$ cat src/logic/starter_li_pkg.sv
// Purpose: Shared constants and types for the starter logic-input block
// Assumes: 200 MHz mclk, classic Wishbone slave with 32-bit data
// Notes:   Register offsets are byte addresses of aligned words
package starter_li_pkg;

  // Clock rate and long timing figures
  localparam longint unsigned CLK_HZ          = 64'd200_000_000;
  localparam longint unsigned CONFIRM_HOLD_S  = 64'd10;
  localparam longint unsigned MINUTE_S        = 64'd60;
  localparam logic [31:0]     CONFIRM_HOLD_CYC =
    32'(CLK_HZ * CONFIRM_HOLD_S);
  localparam logic [35:0]     MINUTE_CYC       = 36'(CLK_HZ * MINUTE_S);

  // Register offsets
  localparam logic [3:0] CONFIG_OFS  = 4'h0;
  localparam logic [3:0] PREHEAT_OFS = 4'h4;
  localparam logic [3:0] STATUS_OFS  = 4'h8;
  localparam logic [3:0] FAULT_OFS   = 4'hc;

  // CONFIG fields
  localparam int CFG_A_LSB   = 0;
  localparam int CFG_B_LSB   = 4;
  localparam int CFG_CSC_BIT = 8;
  localparam int CFG_ISO_BIT = 9;

  // PREHEAT fields and limits
  localparam int          PH_LEVEL_LSB = 0;
  localparam int          PH_DELAY_LSB = 16;
  localparam logic [6:0]  LEVEL_MAX    = 7'h64;
  localparam logic [9:0]  DELAY_MAX    = 10'h3e7;
  localparam logic [6:0]  LEVEL_RST    = 7'h00;
  localparam logic [9:0]  DELAY_RST    = 10'h005;

  // Input function codes
  typedef enum logic [3:0] {
    FN_NONE      = 4'h0,
    FN_FREEWHEEL = 4'h1,
    FN_EXT_FAULT = 4'h2,
    FN_PREHEAT   = 4'h3,
    FN_LOCAL     = 4'h4,
    FN_INHIBIT   = 4'h5,
    FN_THERM_RST = 4'h6,
    FN_CASCADE   = 4'h7,
    FN_FAULT_RST = 4'h8,
    FN_SECOND    = 4'h9
  } li_func_t;

  localparam li_func_t FUNC_A_RST = FN_FREEWHEEL;
  localparam li_func_t FUNC_B_RST = FN_LOCAL;

  // Preheat sequencer states
  typedef enum logic [1:0] {
    PH_IDLE = 2'b00,
    PH_WAIT = 2'b01,
    PH_HEAT = 2'b10
  } ph_state_t;

endpackage : starter_li_pkg

$ cat src/logic/sync_bits.sv
// Purpose: Two-flop synchroniser for a group of asynchronous pins
// Assumes: Each bit is an independent level
// Notes:   First stage feeds only the second stage
`timescale 1ns/1ps
`default_nettype none
module sync_bits #(
  parameter int W = 3
) (
  input  wire logic         mclk,
  input  wire logic         rst_n,
  input  wire logic [W-1:0] async_in,
  output logic      [W-1:0] sync_out
);

  // One pair of flops per bit
  genvar i;
  generate
    for (i = 0; i < W; i++)
    begin : g_bit
      logic meta_r;
      logic hold_r;
      always_ff @(posedge mclk or negedge rst_n)
      begin
        if (!rst_n)
        begin
          meta_r <= 1'b0;
          hold_r <= 1'b0;
        end
        else
        begin
          meta_r <= async_in[i];
          hold_r <= meta_r;
        end
      end
      assign sync_out[i] = hold_r;
    end
  endgenerate

endmodule : sync_bits
`default_nettype wire

$ cat src/logic/minute_timer.sv
// Purpose: Counts whole minutes while enabled, from a derived tick
// Assumes: clear has priority over counting
// Notes:   Saturates at the top count so a long wait never wraps
`timescale 1ns/1ps
`default_nettype none
module minute_timer #(
  parameter logic [35:0] MINUTE_CYCLES = 36'd12_000_000_000
) (
  input  wire logic       mclk,
  input  wire logic       rst_n,
  input  wire logic       enable,
  input  wire logic       clear,
  output logic      [9:0] minutes
);

  logic [35:0] tick_r;
  logic [35:0] tick_nxt;
  logic [9:0]  min_r;
  logic [9:0]  min_nxt;

  // Tick divider and minute count
  always_comb
  begin
    tick_nxt = tick_r;
    min_nxt  = min_r;
    if (clear)
    begin
      tick_nxt = 36'h0;
      min_nxt  = 10'h000;
    end
    else if (enable)
    begin
      if (tick_r == MINUTE_CYCLES - 36'd1)
      begin
        tick_nxt = 36'h0;
        if (min_r != 10'h3ff)
          min_nxt = min_r + 10'h001;
      end
      else
        tick_nxt = tick_r + 36'h1;
    end
  end

  always_ff @(posedge mclk or negedge rst_n)
  begin
    if (!rst_n)
    begin
      tick_r <= 36'h0;
      min_r  <= 10'h000;
    end
    else
    begin
      tick_r <= tick_nxt;
      min_r  <= min_nxt;
    end
  end

  assign minutes = min_r;

endmodule : minute_timer
`default_nettype wire

$ cat src/logic/starter_logic_inputs.sv
// Purpose: Assignable logic-input decoder and motor preheat sequencer
// Assumes: Motor, command and fault signals come from mclk logic
// Notes:   Wishbone classic slave, ack one cycle after the request
`timescale 1ns/1ps
`default_nettype none
module starter_logic_inputs
  import starter_li_pkg::*;
#(
  parameter logic [31:0] HOLD_CYCLES   = CONFIRM_HOLD_CYC,
  parameter logic [35:0] MINUTE_CYCLES = MINUTE_CYC
) (
  input  wire logic        mclk,
  input  wire logic        rst_n,
  input  wire logic        wb_cyc_i,
  input  wire logic        wb_stb_i,
  input  wire logic        wb_we_i,
  input  wire logic [3:0]  wb_adr_i,
  input  wire logic [3:0]  wb_sel_i,
  input  wire logic [31:0] wb_dat_i,
  output logic      [31:0] wb_dat_o,
  output logic             wb_ack_o,
  input  wire logic        assignable_input_a,
  input  wire logic        assignable_input_b,
  input  wire logic        confirm_key,
  input  wire logic        remote_terminal_active,
  input  wire logic        motor_stopped,
  input  wire logic        restart_delay_done,
  input  wire logic        braking_done,
  input  wire logic        term_run_cmd,
  input  wire logic        term_stop_cmd,
  input  wire logic        link_in_use,
  input  wire logic        link_run_cmd,
  input  wire logic        link_stop_cmd,
  input  wire logic        thermal_fault_event,
  input  wire logic        other_fault_event,
  output logic             run_cmd_sel,
  output logic             stop_cmd_sel,
  output logic             stop_type_freewheel,
  output logic             freewheel_stop,
  output logic             external_fault_code,
  output logic             protection_inhibit,
  output logic             thermal_prot_off,
  output logic             second_param_set_select,
  output logic             preheat_active,
  output logic      [6:0]  preheat_current_level,
  output logic             first_relay,
  output logic             display_flash
);

  // Pins from the terminals are asynchronous
  logic [2:0] pin_s;
  logic       in_a;
  logic       in_b;
  logic       key_s;

  sync_bits #(.W(3)) u_sync (
    .mclk     (mclk),
    .rst_n    (rst_n),
    .async_in ({confirm_key, assignable_input_b, assignable_input_a}),
    .sync_out (pin_s)
  );
  assign in_a  = pin_s[0];
  assign in_b  = pin_s[1];
  assign key_s = pin_s[2];

  // Register state
  li_func_t    func_a_r, func_a_nxt, func_b_r, func_b_nxt;
  li_func_t    pend_code_r, pend_code_nxt;
  logic        pend_b_r, pend_b_nxt, pend_r, pend_nxt;
  logic        csc_r, csc_nxt, iso_r, iso_nxt;
  logic [6:0]  level_r, level_nxt;
  logic [9:0]  delay_r, delay_nxt;
  logic        therm_r, therm_nxt, resf_r, resf_nxt;
  logic        flash_r, flash_nxt;
  logic [31:0] hold_r, hold_nxt;
  logic        ack_r, ack_nxt;
  logic [31:0] dat_r, dat_nxt;
  logic        trst_d_r, frst_d_r;

  // Function decode, active while its input is energized
  function automatic logic fn_on(input li_func_t f, input li_func_t fa,
                                 input li_func_t fb, input logic a,
                                 input logic b);
    fn_on = (fa == f && a) || (fb == f && b);
  endfunction : fn_on

  logic fw_on, ext_on, ph_on, loc_on, inh_on, trst_on, casc_on, frst_on;
  assign fw_on   = fn_on(FN_FREEWHEEL, func_a_r, func_b_r, in_a, in_b);
  assign ext_on  = fn_on(FN_EXT_FAULT, func_a_r, func_b_r, in_a, in_b);
  assign ph_on   = fn_on(FN_PREHEAT, func_a_r, func_b_r, in_a, in_b);
  assign loc_on  = fn_on(FN_LOCAL, func_a_r, func_b_r, in_a, in_b);
  assign inh_on  = fn_on(FN_INHIBIT, func_a_r, func_b_r, in_a, in_b);
  assign trst_on = fn_on(FN_THERM_RST, func_a_r, func_b_r, in_a, in_b);
  assign casc_on = fn_on(FN_CASCADE, func_a_r, func_b_r, in_a, in_b);
  assign frst_on = fn_on(FN_FAULT_RST, func_a_r, func_b_r, in_a, in_b);

  logic ph_assigned;
  assign ph_assigned = (func_a_r == FN_PREHEAT) || (func_b_r == FN_PREHEAT);

  // Command source selection
  always_comb
  begin
    if (link_in_use && !loc_on)
    begin
      run_cmd_sel  = link_run_cmd;
      stop_cmd_sel = link_stop_cmd;
    end
    else
    begin
      run_cmd_sel  = term_run_cmd;
      stop_cmd_sel = term_stop_cmd;
    end
  end

  // Stop type, fault stops and protection overrides
  logic fault_stop;
  assign stop_type_freewheel = fw_on;
  assign fault_stop = !inh_on && (ext_on || therm_r || resf_r);
  assign freewheel_stop = (fw_on && stop_cmd_sel) || fault_stop;
  assign external_fault_code     = ext_on;
  assign protection_inhibit      = inh_on;
  assign thermal_prot_off        = casc_on || inh_on;
  assign second_param_set_select = casc_on ? 1'b0 : fn_on(FN_SECOND,
    func_a_r, func_b_r, in_a, in_b);

  // Bus decode
  logic req, wr, rd;
  assign req = wb_cyc_i && wb_stb_i && !ack_r;
  assign wr  = req && wb_we_i;
  assign rd  = req && !wb_we_i;

  // Checks one proposed assignment
  function automatic logic fn_ok(input logic [3:0] c, input logic comm_check_setting);
    fn_ok = (c <= 4'h9) &&
            !(comm_check_setting && (c == FN_FREEWHEEL || c == FN_PREHEAT));
  endfunction : fn_ok

  logic [3:0] wa, wb;
  logic       ph_state_run;
  assign wa = wb_dat_i[CFG_A_LSB +: 4];
  assign wb = wb_dat_i[CFG_B_LSB +: 4];

  // Register file, confirm hold and fault flags
  always_comb
  begin
    func_a_nxt    = func_a_r;
    func_b_nxt    = func_b_r;
    pend_code_nxt = pend_code_r;
    pend_b_nxt    = pend_b_r;
    pend_nxt      = pend_r;
    csc_nxt       = csc_r;
    iso_nxt       = iso_r;
    level_nxt     = level_r;
    delay_nxt     = delay_r;
    therm_nxt     = therm_r;
    resf_nxt      = resf_r;
    flash_nxt     = flash_r && key_s;
    hold_nxt      = 32'h0;
    ack_nxt       = req;
    dat_nxt       = 32'h0;
    if (wr && wb_adr_i == CONFIG_OFS && motor_stopped)
    begin
      if (wb_sel_i[0])
      begin
        if (wa != func_a_r && fn_ok(wa, csc_r))
        begin
          if (wa == FN_PREHEAT || wa == FN_INHIBIT)
          begin
            if (!remote_terminal_active)
            begin
              pend_nxt      = 1'b1;
              pend_b_nxt    = 1'b0;
              pend_code_nxt = li_func_t'(wa);
            end
          end
          else
            func_a_nxt = li_func_t'(wa);
        end
        if (wb != func_b_r && fn_ok(wb, csc_r))
        begin
          if (wb == FN_PREHEAT || wb == FN_INHIBIT)
          begin
            if (!remote_terminal_active)
            begin
              pend_nxt      = 1'b1;
              pend_b_nxt    = 1'b1;
              pend_code_nxt = li_func_t'(wb);
            end
          end
          else
            func_b_nxt = li_func_t'(wb);
        end
      end
      if (wb_sel_i[1])
      begin
        csc_nxt = wb_dat_i[CFG_CSC_BIT];
        iso_nxt = wb_dat_i[CFG_ISO_BIT];
      end
    end
    if (wr && wb_adr_i == PREHEAT_OFS && ph_assigned)
    begin
      if (wb_sel_i[0] && wb_dat_i[6:0] <= LEVEL_MAX)
        level_nxt = wb_dat_i[PH_LEVEL_LSB +: 7];
      if (wb_sel_i[2] && wb_sel_i[3] &&
          wb_dat_i[PH_DELAY_LSB +: 10] <= DELAY_MAX &&
          wb_dat_i[31:26] == 6'h00)
        delay_nxt = wb_dat_i[PH_DELAY_LSB +: 10];
    end
    // Confirm key must be held without a break
    if (pend_r && key_s && motor_stopped)
    begin
      hold_nxt = hold_r + 32'h1;
      if (hold_r >= HOLD_CYCLES - 32'h1)
      begin
        pend_nxt  = 1'b0;
        flash_nxt = 1'b1;
        hold_nxt  = 32'h0;
        if (pend_b_r)
          func_b_nxt = pend_code_r;
        else
          func_a_nxt = pend_code_r;
      end
    end
    // Software clear first, so an event in the same cycle still sets
    if (wr && wb_adr_i == FAULT_OFS && wb_sel_i[0])
    begin
      if (wb_dat_i[0])
        therm_nxt = 1'b0;
      if (wb_dat_i[1])
        resf_nxt = 1'b0;
    end
    if ((trst_on && !trst_d_r) || (frst_on && !frst_d_r))
      therm_nxt = 1'b0;
    if (frst_on && !frst_d_r)
      resf_nxt = 1'b0;
    if (thermal_fault_event && !casc_on)
      therm_nxt = 1'b1;
    if (other_fault_event)
      resf_nxt = 1'b1;
    // Read data
    if (rd)
    begin
      unique case (wb_adr_i)
        CONFIG_OFS:
          dat_nxt = {22'h0, iso_r, csc_r, func_b_r, func_a_r};
        PREHEAT_OFS:
          dat_nxt = ph_assigned ? {6'h0, delay_r, 9'h0, level_r}
                                : 32'h0;
        STATUS_OFS:
          dat_nxt = {16'h0, 2'b00, casc_on && !iso_r, ph_assigned,
                     pend_r, flash_r, first_relay, preheat_active,
                     frst_on, trst_on, casc_on, inh_on, loc_on, ph_on,
                     ext_on, fw_on};
        FAULT_OFS:
          dat_nxt = {29'h0, ext_on, resf_r, therm_r};
        default:
          dat_nxt = 32'h0;
      endcase
    end
  end

  always_ff @(posedge mclk or negedge rst_n)
  begin
    if (!rst_n)
    begin
      func_a_r    <= FUNC_A_RST;
      func_b_r    <= FUNC_B_RST;
      pend_code_r <= FN_NONE;
      pend_b_r    <= 1'b0;
      pend_r      <= 1'b0;
      csc_r       <= 1'b0;
      iso_r       <= 1'b0;
      level_r     <= LEVEL_RST;
      delay_r     <= DELAY_RST;
      therm_r     <= 1'b0;
      resf_r      <= 1'b0;
      flash_r     <= 1'b0;
      hold_r      <= 32'h0;
      ack_r       <= 1'b0;
      dat_r       <= 32'h0;
      trst_d_r    <= 1'b0;
      frst_d_r    <= 1'b0;
    end
    else
    begin
      func_a_r    <= func_a_nxt;
      func_b_r    <= func_b_nxt;
      pend_code_r <= pend_code_nxt;
      pend_b_r    <= pend_b_nxt;
      pend_r      <= pend_nxt;
      csc_r       <= csc_nxt;
      iso_r       <= iso_nxt;
      level_r     <= level_nxt;
      delay_r     <= delay_nxt;
      therm_r     <= therm_nxt;
      resf_r      <= resf_nxt;
      flash_r     <= flash_nxt;
      hold_r      <= hold_nxt;
      ack_r       <= ack_nxt;
      dat_r       <= dat_nxt;
      trst_d_r    <= trst_on;
      frst_d_r    <= frst_on;
    end
  end

  assign wb_ack_o      = ack_r;
  assign wb_dat_o      = dat_r;
  assign display_flash = flash_r;

  // Minute count runs only while stopped with the preheat input on
  logic [9:0] minutes;
  ph_state_t  ph_r, ph_nxt;
  logic       relay_r, relay_nxt;

  minute_timer #(.MINUTE_CYCLES(MINUTE_CYCLES)) u_min (
    .mclk    (mclk),
    .rst_n   (rst_n),
    .enable  (ph_r == PH_WAIT),
    .clear   (!ph_on || !motor_stopped),
    .minutes (minutes)
  );

  // Preheat sequencer and isolating relay
  always_comb
  begin
    ph_nxt    = ph_r;
    relay_nxt = relay_r;
    unique case (ph_r)
      PH_IDLE:
        if (ph_on && motor_stopped && !run_cmd_sel && !stop_cmd_sel)
          ph_nxt = PH_WAIT;
      PH_WAIT:
        if (!ph_on || !motor_stopped || run_cmd_sel || stop_cmd_sel)
          ph_nxt = PH_IDLE;
        else if (minutes >= delay_r && restart_delay_done)
          ph_nxt = PH_HEAT;
      PH_HEAT:
        if (!ph_on || run_cmd_sel || stop_cmd_sel)
          ph_nxt = PH_IDLE;
    endcase
    // Non-isolating mode acts as a plain fault relay; braking_done is a
    // level, so run or heat must win over it or heating never closes
    if (!iso_r)
      relay_nxt = !fault_stop;
    else if (fault_stop)
      relay_nxt = 1'b0;
    else if (run_cmd_sel || ph_nxt == PH_HEAT)
      relay_nxt = 1'b1;
    else if (braking_done || freewheel_stop)
      relay_nxt = 1'b0;
  end

  always_ff @(posedge mclk or negedge rst_n)
  begin
    if (!rst_n)
    begin
      ph_r    <= PH_IDLE;
      relay_r <= 1'b0;
    end
    else
    begin
      ph_r    <= ph_nxt;
      relay_r <= relay_nxt;
    end
  end

  assign ph_state_run          = (ph_r == PH_HEAT);
  assign preheat_active        = ph_state_run;
  assign preheat_current_level = ph_state_run ? level_r : 7'h00;
  assign first_relay           = relay_r;

endmodule : starter_logic_inputs
`default_nettype wire

$ cat config.mk
export PLATFORM = sky130hd
export DESIGN_NAME = starter_logic_inputs
export DESIGN_NICKNAME = d
export VERILOG_FILES = /design/src/logic/starter_li_pkg.sv /design/src/logic/sync_bits.sv /design/src/logic/minute_timer.sv /design/src/logic/starter_logic_inputs.sv
export SDC_FILE = /design/constraint.sdc
export NUM_CORES = 1
export LEC_CHECK = 0
export ABC_CLOCK_PERIOD_IN_PS = 3400
export BUFFER_PORTS_ARGS = -buffer_cell sky130_fd_sc_hd__buf_4
export CORE_MARGIN = 4
export CORE_UTILIZATION = 44
export CTS_CLUSTER_SIZE = 14
export DETAILED_ROUTE_END_ITERATION = 7
export PLACE_DENSITY = 0.6
export SLEW_MARGIN = 15
export SYNTH_ARGS = -nofsm -noshare
export SYNTH_HDL_FRONTEND = slang
export SYNTH_SLANG_ARGS = --single-unit
$ cat constraint.sdc
create_clock -name mclk -period 3.4 [get_ports mclk]
set_clock_uncertainty 0.05 [all_clocks]
set_input_delay 0.68 -clock mclk [delete_from_list [all_inputs] [get_ports mclk]]
set_output_delay 0.68 -clock mclk [all_outputs]
set_load 0.005 [all_outputs]
; Word-level counts from Yosys, hierarchy flattened
; Cells that the tools add are included.
[totals]
regBits = 158
output_inout_bits = 51
word_cells = 252
[classes]
add_sub_neg = 3
magnitude_cmp = 6
eq_ne = 35
mux = 71
n_reduce_logical = 110
[op_table]
columns = cell, count
row1 = $mux 36, 3
row2 = $pmux 26 s4, 1
row3 = $mux 4, 20
row4 = $mux 32, 2
row5 = $logic_and 1x1->1, 52
row6 = $mux 26, 2
row7 = $eq 4x3->1 const B, 11
row8 = $mux 10, 4
row9 = $add 36x1->36 const B, 1
row10 = $eq 36x34->1 const B, 1
row11 = $mux 1, 33
row12 = $add 32x1->32 const B, 1
row13 = $ge 32x31->1 const B, 1
row14 = $logic_or 1x1->1, 26
row15 = $eq 4x2->1 const B, 6
row16 = $eq 4x4->1 const B, 6
row17 = $eq 4x1->1 const B, 4
row18 = $logic_not 1->1, 15
row19 = $reduce_and 2->1, 6
row20 = $reduce_bool 3->1, 4
row21 = $add 10x1->10 const B, 1
row22 = $ge 10x10->1, 1
row23 = $le 10x10->1 const B, 1
row24 = $ne 10x10->1 const B, 1
row25 = 14 further kinds, 22

; Depth between registers and ports, before layout
; Gate-level depths: netlist of run 1.
[logic_depth]
depth_word = 16
mapped_depth = 9
ltp_nobuf = 8

; Cells and area by module
; Synthesis of run 1 repeated with hierarchy kept, for this count alone.
[hier_totals]
cells_unflattened = 799
area_unflattened_um2 = 7826.3
[modules_own_cells]
columns = module, n_inst, cells_each, area_each_um2, seq_area_each_um2
row1 = starter_logic_inputs, 1, 519, 5202.5, 2457.4
row2 = minute_timer, 1, 271, 2451.1, 1151.1
row3 = sync_bits, 1, 9, 172.7, 150.1

; Worst setup path after synthesis of run 1
; Ideal clock, no wire load.
[synth_timing]
path_kind = input port to flip-flop
start = input wb_adr_i[2]
end = register func_a_r[0]
t_arrival_ps = 2467
t_required_ps = 3268
slack_ps = 801
path_stages = 8
path_buffers = 2
path_cell_list = buf_2 > nor4_1 > nand4_1 > nor4b_2 > and2_0 > buf_2 > mux2_2 > mux2_2
[synth_via]
elab_chain_cells = 7
[synth_lines]
columns = item, line_no
row1 = from (decl), starter_logic_inputs.sv:17  ; input wire logic [3:0] wb_adr_i,
row2 = $logic_not 4->1 *, starter_logic_inputs.sv:161  ; if (wr && wb_adr_i == CONFIG_OFS && motor_stopped)
row3 = $logic_and 1x1->1 * (2 in a row), starter_logic_inputs.sv:161
row4 = $mux 4 *, starter_logic_inputs.sv:161
row5 = $mux 4, starter_logic_inputs.sv:218  ; if (pend_b_r)
row6 = $mux 4, starter_logic_inputs.sv:213  ; if (hold_r >= HOLD_CYCLES - 32'h1)
row7 = $mux 4 *, starter_logic_inputs.sv:210  ; if (pend_r && key_s && motor_stopped)
row8 = via func_a_nxt[0], starter_logic_inputs.sv:67  ; li_func_t func_a_r, func_a_nxt, func_b_r, func_b_nxt;
row9 = to (signal assigned), starter_logic_inputs.sv:286  ; func_a_r <= func_a_nxt;
row10 = to (decl), starter_logic_inputs.sv:67
; The timed path passes the listed nets; every way through them passes the cells marked *.
; A chain may end at the register's enable or synchronous reset.

; Final worst setup path of run 1
[layout_timing]
start = register func_b_r[2]
end = output freewheel_stop
[layout_via]
elab_chain_cells = 8
[layout_lines]
columns = item, line_no
row1 = from (decl), starter_logic_inputs.sv:67
row2 = from (signal assigned), starter_logic_inputs.sv:287  ; func_b_r <= func_b_nxt;
row3 = $eq 4x3->1, starter_logic_inputs.sv:84  ; fn_on = (fa == f && a) || (fb == f && b);
row4 = $logic_and 1x1->1, starter_logic_inputs.sv:84
row5 = $logic_or 1x1->1, starter_logic_inputs.sv:84
row6 = $logic_not 1->1, starter_logic_inputs.sv:103  ; if (link_in_use && !loc_on)
row7 = $logic_and 1x1->1, starter_logic_inputs.sv:103
row8 = $mux 1, starter_logic_inputs.sv:103
row9 = $logic_and 1x1->1, starter_logic_inputs.sv:119  ; assign freewheel_stop = (fw_on && stop_cmd_sel) || fault_stop;
row10 = $logic_or 1x1->1 *, starter_logic_inputs.sv:119
row11 = to (decl), starter_logic_inputs.sv:39  ; output logic freewheel_stop,
; Every way passes the cells marked *; elsewhere a longest branch is shown, timed or not.

==> run metrics, run 1 <==
status finished clean; vias per cell 5.538; worst-path maximum fanout 7; hold path depth 0; grt ovf 0; Post-CTS Setup Bufs 0; vias in the first global route 6695; switching share of power 22.64%; Yosys top cell by area dfrtp_1; Final HPWL DP 14600 um; Worst Setup SP func_b_r[2]$_DFF_PN1_; Clk pwr share 47.9%; Initial Util 45.17%; core footprint 17420 um2; final period utilization 90.55%; die height 141.7 um; sequential fraction of the synthesis area 47.78%; fill count 1583; row cnt 48; minimum clock period 3.079 ns; Critical Path AT 2.35 ns; WP depth 5; Worst Reg-to-Reg Cells 7; DRC 0; internal power 2.996 mW; Buf+Inv Stages, Crit Path 1; FF-to-FF Start u_min.tick_r[0]$_DFFE_PN0P_; starting DRC count in detailed routing 387; synth unique cells 78; Slew Limit Headroom 40.38%; global-route wire length before repair 33530 um; Syn. warnings 0; ant diodes 0; Syn Area/Cell 9.723 um2; Post-synth EDFFs 0; sequential power share 46.9%; pin count of the biggest net entering global routing 99; CP required 2.67 ns; final WL 19980 um; CP startpoint kind flip-flop; RSZ-0062 raised after global routing false; Worst IR Drop VDD 0.3598 mV; DR pass1 iterations 5; Tot GR Track Use 20.65%; per-cell routed wire length 17.43 um; CP max-delay cell dfstp_2; Fin. Hold Viols 0; Total Nets Final 982; die area 20080 um2; Cells after Synth 809; clk sinks 150; largest cells by area after synthesis dfrtp_1, xor2_1, nor2_1; ANT nets after route 0; clk slew on worst S/H paths 0.06 ns; Longest Clk Path Bufs 2; area delta synth->final 19.47%; Synth async-reset ratio 100.0%; vias 6346; HP Class flip-flop to flip-flop; GPL Wtd Cong 0.9033; setup_tns 0 ns; total power 3.873 mW; area fraction of the dominant cell type after synthesis 46.45%; number of port buffers 95; share of cells above drive strength 1 19.44%; critical path class flip-flop to output port; hold buffers post-CTS 0; synthesized area 7866 um2; # H-tree levels 4; initial antenna violation count 0; power density cells 412.1 nW/um2; Seq cells post-synth 150; FMAX 0.3248 GHz; Worst-Margin Slew 0.8943 ns; logic gate share of total power 5.1%; final setup vio count 0; number of gates resized after CTS 0; CTS tree built; Max Slew Vio Count 0; Min-Delay Startpoint u_sync.g_bit[2].meta_r$_DFF_PN0_; Worst-Skew Late Latency 0.42 ns; Critical Path Max Stage Delay 0.62 ns; MaxCap Viol Count 0; top_reg_cell synth dfrtp_1; Sw Pwr 0.8769 mW; TritonCTS buffer count 17; Worst path top cell family by delay flip-flops; Crit. End Element output port; root buffer cell clkbuf_16; die width 141.7 um; Critical Path, Cell by Cell nand3b_1, o221ai_1, mux2i_1, o22ai_1, buf_4; I/O pins 110; Pleak 4.164 nW
metrics by stage:
stage	instance area, um2	setup slack, ns	util [%]	hold slack (ns)	instances
5_1_grt	9398	0.2157	53.96	0.2918	1146
4_1_cts	9398	0.3063	53.96	0.2972	1146
2_1_floorplan	7896	0.8010	-	0.2812	817
3_3_place_gp	8813	0.4518	50.60	0.2826	1114
3_5_place_dp	8813	0.4173	50.60	0.2927	1114
6_report	9398	0.3213	53.96	0.3030	1146
worst register-to-register path: cells and delay by family, from the launching register on:
family | cells | cell delay (ns)
DFF | 1 | 0.39
and+or+nand+nor | 5 | 1.75
xor gates and xnor gates | 1 | 0.16
adders and majority gates | 1 | 0.24
layer usage:
metal	vias to the layer above	share of wire (%)	GRT usage, %
met5	-	0	0
met2	183	47	32.90
met3	26	5.0	4.685
met1	3081	46	28.10
li1	3056	-	-
met4	0	1.7	6.616
worst paths after layout:
kind,end,slack (ns)
setup / recovery,freewheel_stop,0.32
hold / removal,u_sync.g_bit[2].hold_r$_DFF_PN0_,0.30
setup reg to reg,u_min.minutes[0]$_DFFE_PN0P_,0.69
hold reg to reg,u_sync.g_bit[2].hold_r$_DFF_PN0_,0.30
max in group asynchronous,delay_r[2]$_DFFE_PN1P_,2.14
min in group asynchronous,hold_r[23]$_DFF_PN0_,0.31
synth_stat cells, drive strengths merged (3+ instances only):
cell      n
dfrtp   146
nor2    100
nand2    74
xor2     44
nand3    42
and3     34
inv      29
o21ai    29
xnor2    24
nand4    20
clkbuf   19
buf      18
nor3     18
a21oi    16
and2     15
ha       15
mux2     15
nand2b   11
nor4     11
a211oi    9
a22oi     9
mux2i     9
o22ai     8
o31ai     8
nand3b    7
and4      6
nor4bb    6
o22a      6
dfstp     4
nor2b     4
nor3b     4
a311oi    3
a31oi     3
o211ai    3
or2       3
or4       3
cell type report:
| class | count | area (um2) | area share [%] |
|---|---|---|---|
| multi-input cells | 601 | 3842 | 40.89 |
| repair buffers | 109 | 822.0 | 8.747 |
| clock buffers | 19 | 452.9 | 4.820 |
| clock inverters | 13 | 131.4 | 1.398 |
| flip-flops and latches | 150 | 3759 | 39.99 |
| inverters | 29 | 108.9 | 1.158 |
| well taps | 225 | 281.5 | 2.996 |
sequential cells by signal, summed over array words and instances (netlist names), 4 cells and up:
name           flops
u_min.minutes     10
pend_code_r        4
level_r            7
hold_r            32
u_min.tick_r      36
func_b_r           4
delay_r           10
wb_dat_o          24
func_a_r           4
cells in the final DEF (no fill, tap or decap), types with 5 or more instances in the layout:
master      synthesis  routed
and2_1             14      14
and4_1              6       6
nand2_1            73      73
dfrtp_1           146     146
a21oi_1            16      16
nand3_1            41      41
nand3b_1            7       7
nor3_1             17      17
clkinv_2            0       5
nor4_1             10       9
clkinvlp_4          0       5
xnor2_1            24      24
o21ai_0            28      28
and3_1             34      34
buf_4              10     108
mux2_2             14      14
clkbuf_16           0      17
o22ai_1             7       7
o31ai_1             8       8
nor2_1             99      99
nand2b_1           11      11
nand4_1            19      19
a211oi_1            9       9
o22a_1              6       6
nor4bb_1            6       5
ha_1               15      15
a22oi_1             9       9
conb_1              1       9
inv_1              29      29
mux2i_1             9       9
xor2_1             44      44
logic make-up (layout without fill, tap and decap cells):
group / Yosys count / count (layout) / share of synthesized area (%)
compound gates: 117 / 117 / 10.64
xor+xnor: 68 / 68 / 7.571
fa+ha+maj: 15 / 15 / 2.386
buf+inv: 66 / 170 / 3.913
flops: 150 / 150 / 47.78
mux: 24 / 24 / 3.293
other cells: 1 / 9 / 0.04767
simple gates: 368 / 368 / 24.37
power groups by stage:
| stage | Combinational [mW] | Sequential, mW | Clock [mW] |
|---|---|---|---|
| after floorplan | 0.0817 | 1.84 | 0 |
| after global placement | 0.196 | 1.85 | 0 |
| after detailed placement | 0.200 | 1.85 | 0 |
| after CTS | 0.201 | 1.82 | 1.89 |
| after global routing | 0.221 | 1.82 | 1.98 |
| final | 0.199 | 1.82 | 1.86 |
(Power assumes the default switching activity.)
==> run 2, diff against run 1 <==
- CTS_CLUSTER_SIZE: 14 -> 10
- RECOVER_POWER: not set -> 100
==> run metrics, run 2 (synthesis results as in run 1) <==
status complete, but fails checks; failing checks capacitance limit, slew limit; root buffer cell clkbuf_16; row cnt 48; Max Slew Vio Count 99; commonest non-fill, non-tap cell in the layout dfrtp_1; switching share of power 22.62%; ant diodes 0; die area 20080 um2; Tot GR Track Use 20.65%; Crit. End Element output port; core footprint 17420 um2; Clk pwr share 48.0%; Worst path top cell family by delay flip-flops; Fin. Hold Viols 0; Placement Setup Slack 0.4173 ns; share of cells above drive strength 1 17.05%; sequential power share 47.0%; Design Area, Final 9286 um2; power density cells 416.2 nW/um2; Final HPWL DP 14600 um; number of gates resized after CTS 0; GPL Wtd Cong 0.9033; HP Class flip-flop to flip-flop; Worst IR Drop VDD 0.3577 mV; vias in the first global route 6695; starting DRC count in detailed routing 340; CTS tree built; Worst Reg-to-Reg Cells 7; Post-CTS Setup Bufs 0; RSZ-0062 raised after global routing false; WHS Endpoint u_sync.g_bit[2].hold_r$_DFF_PN0_; utilization after layout 53.32%; DRC 0; vias 6339; Min-Delay Startpoint u_sync.g_bit[2].meta_r$_DFF_PN0_; Initial Util 45.17%; critical path class flip-flop to output port; die height 141.7 um; Longest Clk Path Bufs 2; grt ovf 0; final worst slack 0.2031 ns; number of port buffers 95; MaxCap Viol Count 1; hold path depth 0; CP max-delay cell dfstp_1; # H-tree levels 4; R2R setup slack 0.42 ns; clk slew on worst S/H paths 0.06 ns; global-route wire length before repair 33530 um; most frequent cells in the layout dfrtp_1, nor2_1, nand2_1; I/O pins 110; worst-path maximum fanout 7; area delta synth->final 18.05%; Post-DP Area 8813 um2; FF-to-FF Start func_b_r[1]$_DFF_PN0_; per-cell routed wire length 17.40 um; Critical Path AT 2.47 ns; setup_tns 0 ns; initial antenna violation count 0; final setup vio count 0; TritonCTS buffer count 17; FMAX 0.3128 GHz; multi-input logic area 3791 um2; logic gate share of total power 5.0%; largest register by flop count u_min.tick_r; Critical Path, Cell by Cell nand3b_1, o221ai_1, mux2i_1, o22ai_1, clkbuf_4; Largest register FFs 36; DR pass1 iterations 5; Buf+Inv Stages, Crit Path 1; RR Endpoint delay_r[5]$_DFFE_PN0P_; Slew Limit Headroom -60.73%; Worst-Skew Late Latency 0.42 ns; final WL 19940 um; register area 3759 um2; Total Nets Final 982; hold buffers post-CTS 0; internal power 2.991 mW; Critical Path Max Stage Delay 0.68 ns; clk sinks 150; CP startpoint kind flip-flop; Worst-Margin Slew 2.411 ns; fill count 1604; die width 141.7 um; Pleak 4.072 nW; CP required 2.67 ns; minimum clock period 3.197 ns; ANT nets after route 0; final period utilization 94.03%; vias per cell 5.531; pin count of the biggest net entering global routing 99; Sw Pwr 0.8742 mW
## run 2: cell types whose count changed in the layout (fill, tap and decap cells not counted), moves of 2 or more
cell	before	now
buf_4	108	57
clkbuf_4	0	35
clkbuf_1	0	11
and2_0	1	10
and2_1	14	5
clkbuf_2	0	6
mux2_1	1	3
mux2_2	14	12
## run 2: metrics by stage
step           hold WS [ns]  power [mW]  cells
2_1_floorplan        0.2812       1.925    817
3_3_place_gp         0.2826       2.045   1114
3_5_place_dp         0.2927       2.049   1114
4_1_cts              0.2972       3.911   1146
5_1_grt              0.3059       4.010   1146
6_report             0.3009       3.865   1146
## run 2: worst reg2reg max path: cells and delay by family (launching register included)
family / cells / cell delay (ns)
AND/OR/NAND/NOR: 4 / 1.61
buffers and inverters: 1 / 0.32
flip-flops: 1 / 0.47
AO/OA/AOI/OAI: 2 / 0.44
## run 2: routing by layer
layer | share of wire, % | GRT usage (%)
met1 | 46 | 28.10
met2 | 47 | 32.90
met3 | 5.2 | 4.685
met4 | 1.7 | 6.616
met5 | 0 | 0
## run 2: cell type report
| type | instances | area share, % |
|---|---|---|
| Multi-Input combinational cell | 601 | 40.82 |
| Clock buffer | 19 | 4.877 |
| Timing Repair Buffer | 109 | 8.205 |
| Tap cell | 225 | 3.032 |
| Inverter | 29 | 1.172 |
| Clock inverter | 13 | 1.415 |
| Sequential cell | 150 | 40.47 |
## run 2: how the worst max path moves through the flow
stage | start | endpoint | cells after the start
final | func_b_r[2]$_DFF_PN1_ | freewheel_stop | 5
after global routing | func_b_r[2]$_DFF_PN1_ | freewheel_stop | 5
after CTS | func_b_r[2]$_DFF_PN1_ | freewheel_stop | 5
after detailed placement | wb_adr_i[1] | func_a_r[0]$_DFF_PN1_ | 7
after global placement | wb_adr_i[1] | func_a_r[0]$_DFF_PN1_ | 7
after floorplan | wb_adr_i[2] | func_a_r[0]$_DFF_PN1_ | 8
## run 2: power by group through the flow
stage	Sequential (mW)	Clock, mW	Combinational, mW
2_1_floorplan	1.84	0	0.0817
3_3_place_gp	1.85	0	0.196
3_5_place_dp	1.85	0	0.200
4_1_cts	1.82	1.89	0.201
5_1_grt	1.82	1.98	0.214
6_report	1.82	1.86	0.192
==> run 3, diff against run 2 <==
- CELL_PAD_IN_SITES_DETAIL_PLACEMENT: not set -> 0
- CELL_PAD_IN_SITES_GLOBAL_PLACEMENT: not set -> 1
- CORE_ASPECT_RATIO: not set -> 0.9
- PLACE_DENSITY: 0.6 -> 0.75
==> run metrics, run 3 (synthesis results as in run 1) <==
Largest register FFs 36; final WL 19820 um; number of gates resized after CTS 0; Longest Clk Path Bufs 2; vias 6351; vias in the first global route 6328; FMAX 0.3226 GHz; Pleak 4.067 nW; die height 134.8 um; most frequent cells in the layout dfrtp_1, nor2_1, nand2_1; TritonCTS buffer count 17; Fin. Hold Viols 0; critical path class flip-flop to output port; top layer reached by signal wires met4; ANT nets after route 0; ant diodes 0; final setup vio count 0; I/O pins 110; Total Nets Final 980; initial antenna violation count 0; die width 148.9 um; met2 wire len 9085 um; worst-path maximum fanout 7; DRC 0; RR Endpoint u_min.tick_r[17]$_DFFE_PN0P_; row cnt 46; Worst-Margin Slew 1.511 ns; FF-to-FF Start u_min.tick_r[0]$_DFFE_PN0P_; CTS tree built; metal3 WL 1124 um; commonest non-fill, non-tap cell in the layout dfrtp_1; HP Class flip-flop to flip-flop; Worst IR Drop VDD 0.2929 mV; final worst slack 0.3002 ns; final period utilization 91.17%; clk sinks 150; vias per cell 5.480; core footprint 17610 um2; pin count of the biggest net entering global routing 60; largest register by flop count u_min.tick_r; grt ovf 0; Final HPWL DP 14670 um; R2R setup slack 0.36 ns; GPL Wtd Cong 0.8551; minimum clock period 3.100 ns; die area 20080 um2; Critical Path AT 2.37 ns; Worst Reg-to-Reg Cells 7; hold buffers post-CTS 0; RSZ-0062 raised after global routing false; area delta synth->final 18.32%; dpl cells 1127; starting DRC count in detailed routing 414; Placement Setup Slack 0.4357 ns; CP startpoint kind flip-flop; post-route insts no fill 1159; setup_tns 0 ns; Max Slew Vio Count 60; Worst Setup SP func_b_r[2]$_DFF_PN1_; Crit. End Element output port; Slew Limit Headroom -0.7444%; power density cells 423.2 nW/um2; per-cell routed wire length 17.10 um; Tot GR Track Use 20.35%; Initial Util 44.66%; root buffer cell clkbuf_16; Post-CTS Setup Bufs 0; share of cells above drive strength 1 16.54%; # H-tree levels 4; number of port buffers 95; global-route wire length before repair 32800 um; DR pass1 iterations 5; MaxCap Viol Count 1; WL met1 9386 um; fill count 1650; status complete, but fails checks; Worst-Skew Late Latency 0.42 ns; failing checks capacitance limit, slew limit; worst setup path endpoint freewheel_stop; clk slew on worst S/H paths 0.06 ns; CP required 2.67 ns
-- run 3: worst max-delay path, stage by stage, from the launching register on --
cell and delay [ns]:
dfstp_2 0.60, nand3b_1 0.21, o221ai_1 0.46, mux2i_1 0.38, o22ai_1 0.14, clkbuf_1 0.16
-- run 3: worst min-delay path by stage --
stage	start	slack, ns	end	cells past startpoint
global route	u_sync.g_bit[1].meta_r$_DFF_PN0_	0.31	u_sync.g_bit[1].hold_r$_DFF_PN0_	0
finish	u_sync.g_bit[2].meta_r$_DFF_PN0_	0.30	u_sync.g_bit[2].hold_r$_DFF_PN0_	0
CTS	rst_n	0.19	hold_r[22]$_DFF_PN0_	1
detailed placement	u_sync.g_bit[1].meta_r$_DFF_PN0_	0.28	u_sync.g_bit[1].hold_r$_DFF_PN0_	0
global placement	u_sync.g_bit[1].meta_r$_DFF_PN0_	0.29	u_sync.g_bit[1].hold_r$_DFF_PN0_	0
floorplan	u_sync.g_bit[0].meta_r$_DFF_PN0_	0.28	u_sync.g_bit[0].hold_r$_DFF_PN0_	0
-- run 3: final cells by class --
cell class | instances | area [um2] | area share, %
multi-input combinational | 601 | 3785 | 40.66
sequential | 150 | 3759 | 40.38
timing repair buffer | 107 | 745.7 | 8.012
clock buffer | 20 | 456.7 | 4.907
tap | 240 | 300.3 | 3.226
clock inverter | 12 | 152.6 | 1.640
inverter | 29 | 108.9 | 1.170
-- run 3: per-layer routing --
layer	vias to the layer above	track usage [%]
li1	3043	-
met1	3106	29.42
met2	179	30.94
met3	23	4.631
met4	0	5.694
met5	-	0
-- run 3: report_power, final --
group	total, mW	switching, mW	internal (mW)	leakage, nW
logic	0.189	0.112	0.0775	1.79
clock network	1.93	0.741	1.19	0.288
registers	1.82	0.0167	1.80	1.99
total	3.94	0.870	3.07	4.07
-- run 3: per-stage QoR --
step | utilization [%] | total power [mW] | instance area (um2) | hold slack, ns
finish | 52.85 | 3.939 | 9308 | 0.2995
global route | 52.85 | 4.080 | 9308 | 0.3064
CTS | 53.59 | 3.995 | 9439 | 0.1892
detailed placement | 50.14 | 2.049 | 8830 | 0.2847
global placement | 50.14 | 2.044 | 8830 | 0.2875
floorplan | - | 1.925 | 7896 | 0.2812
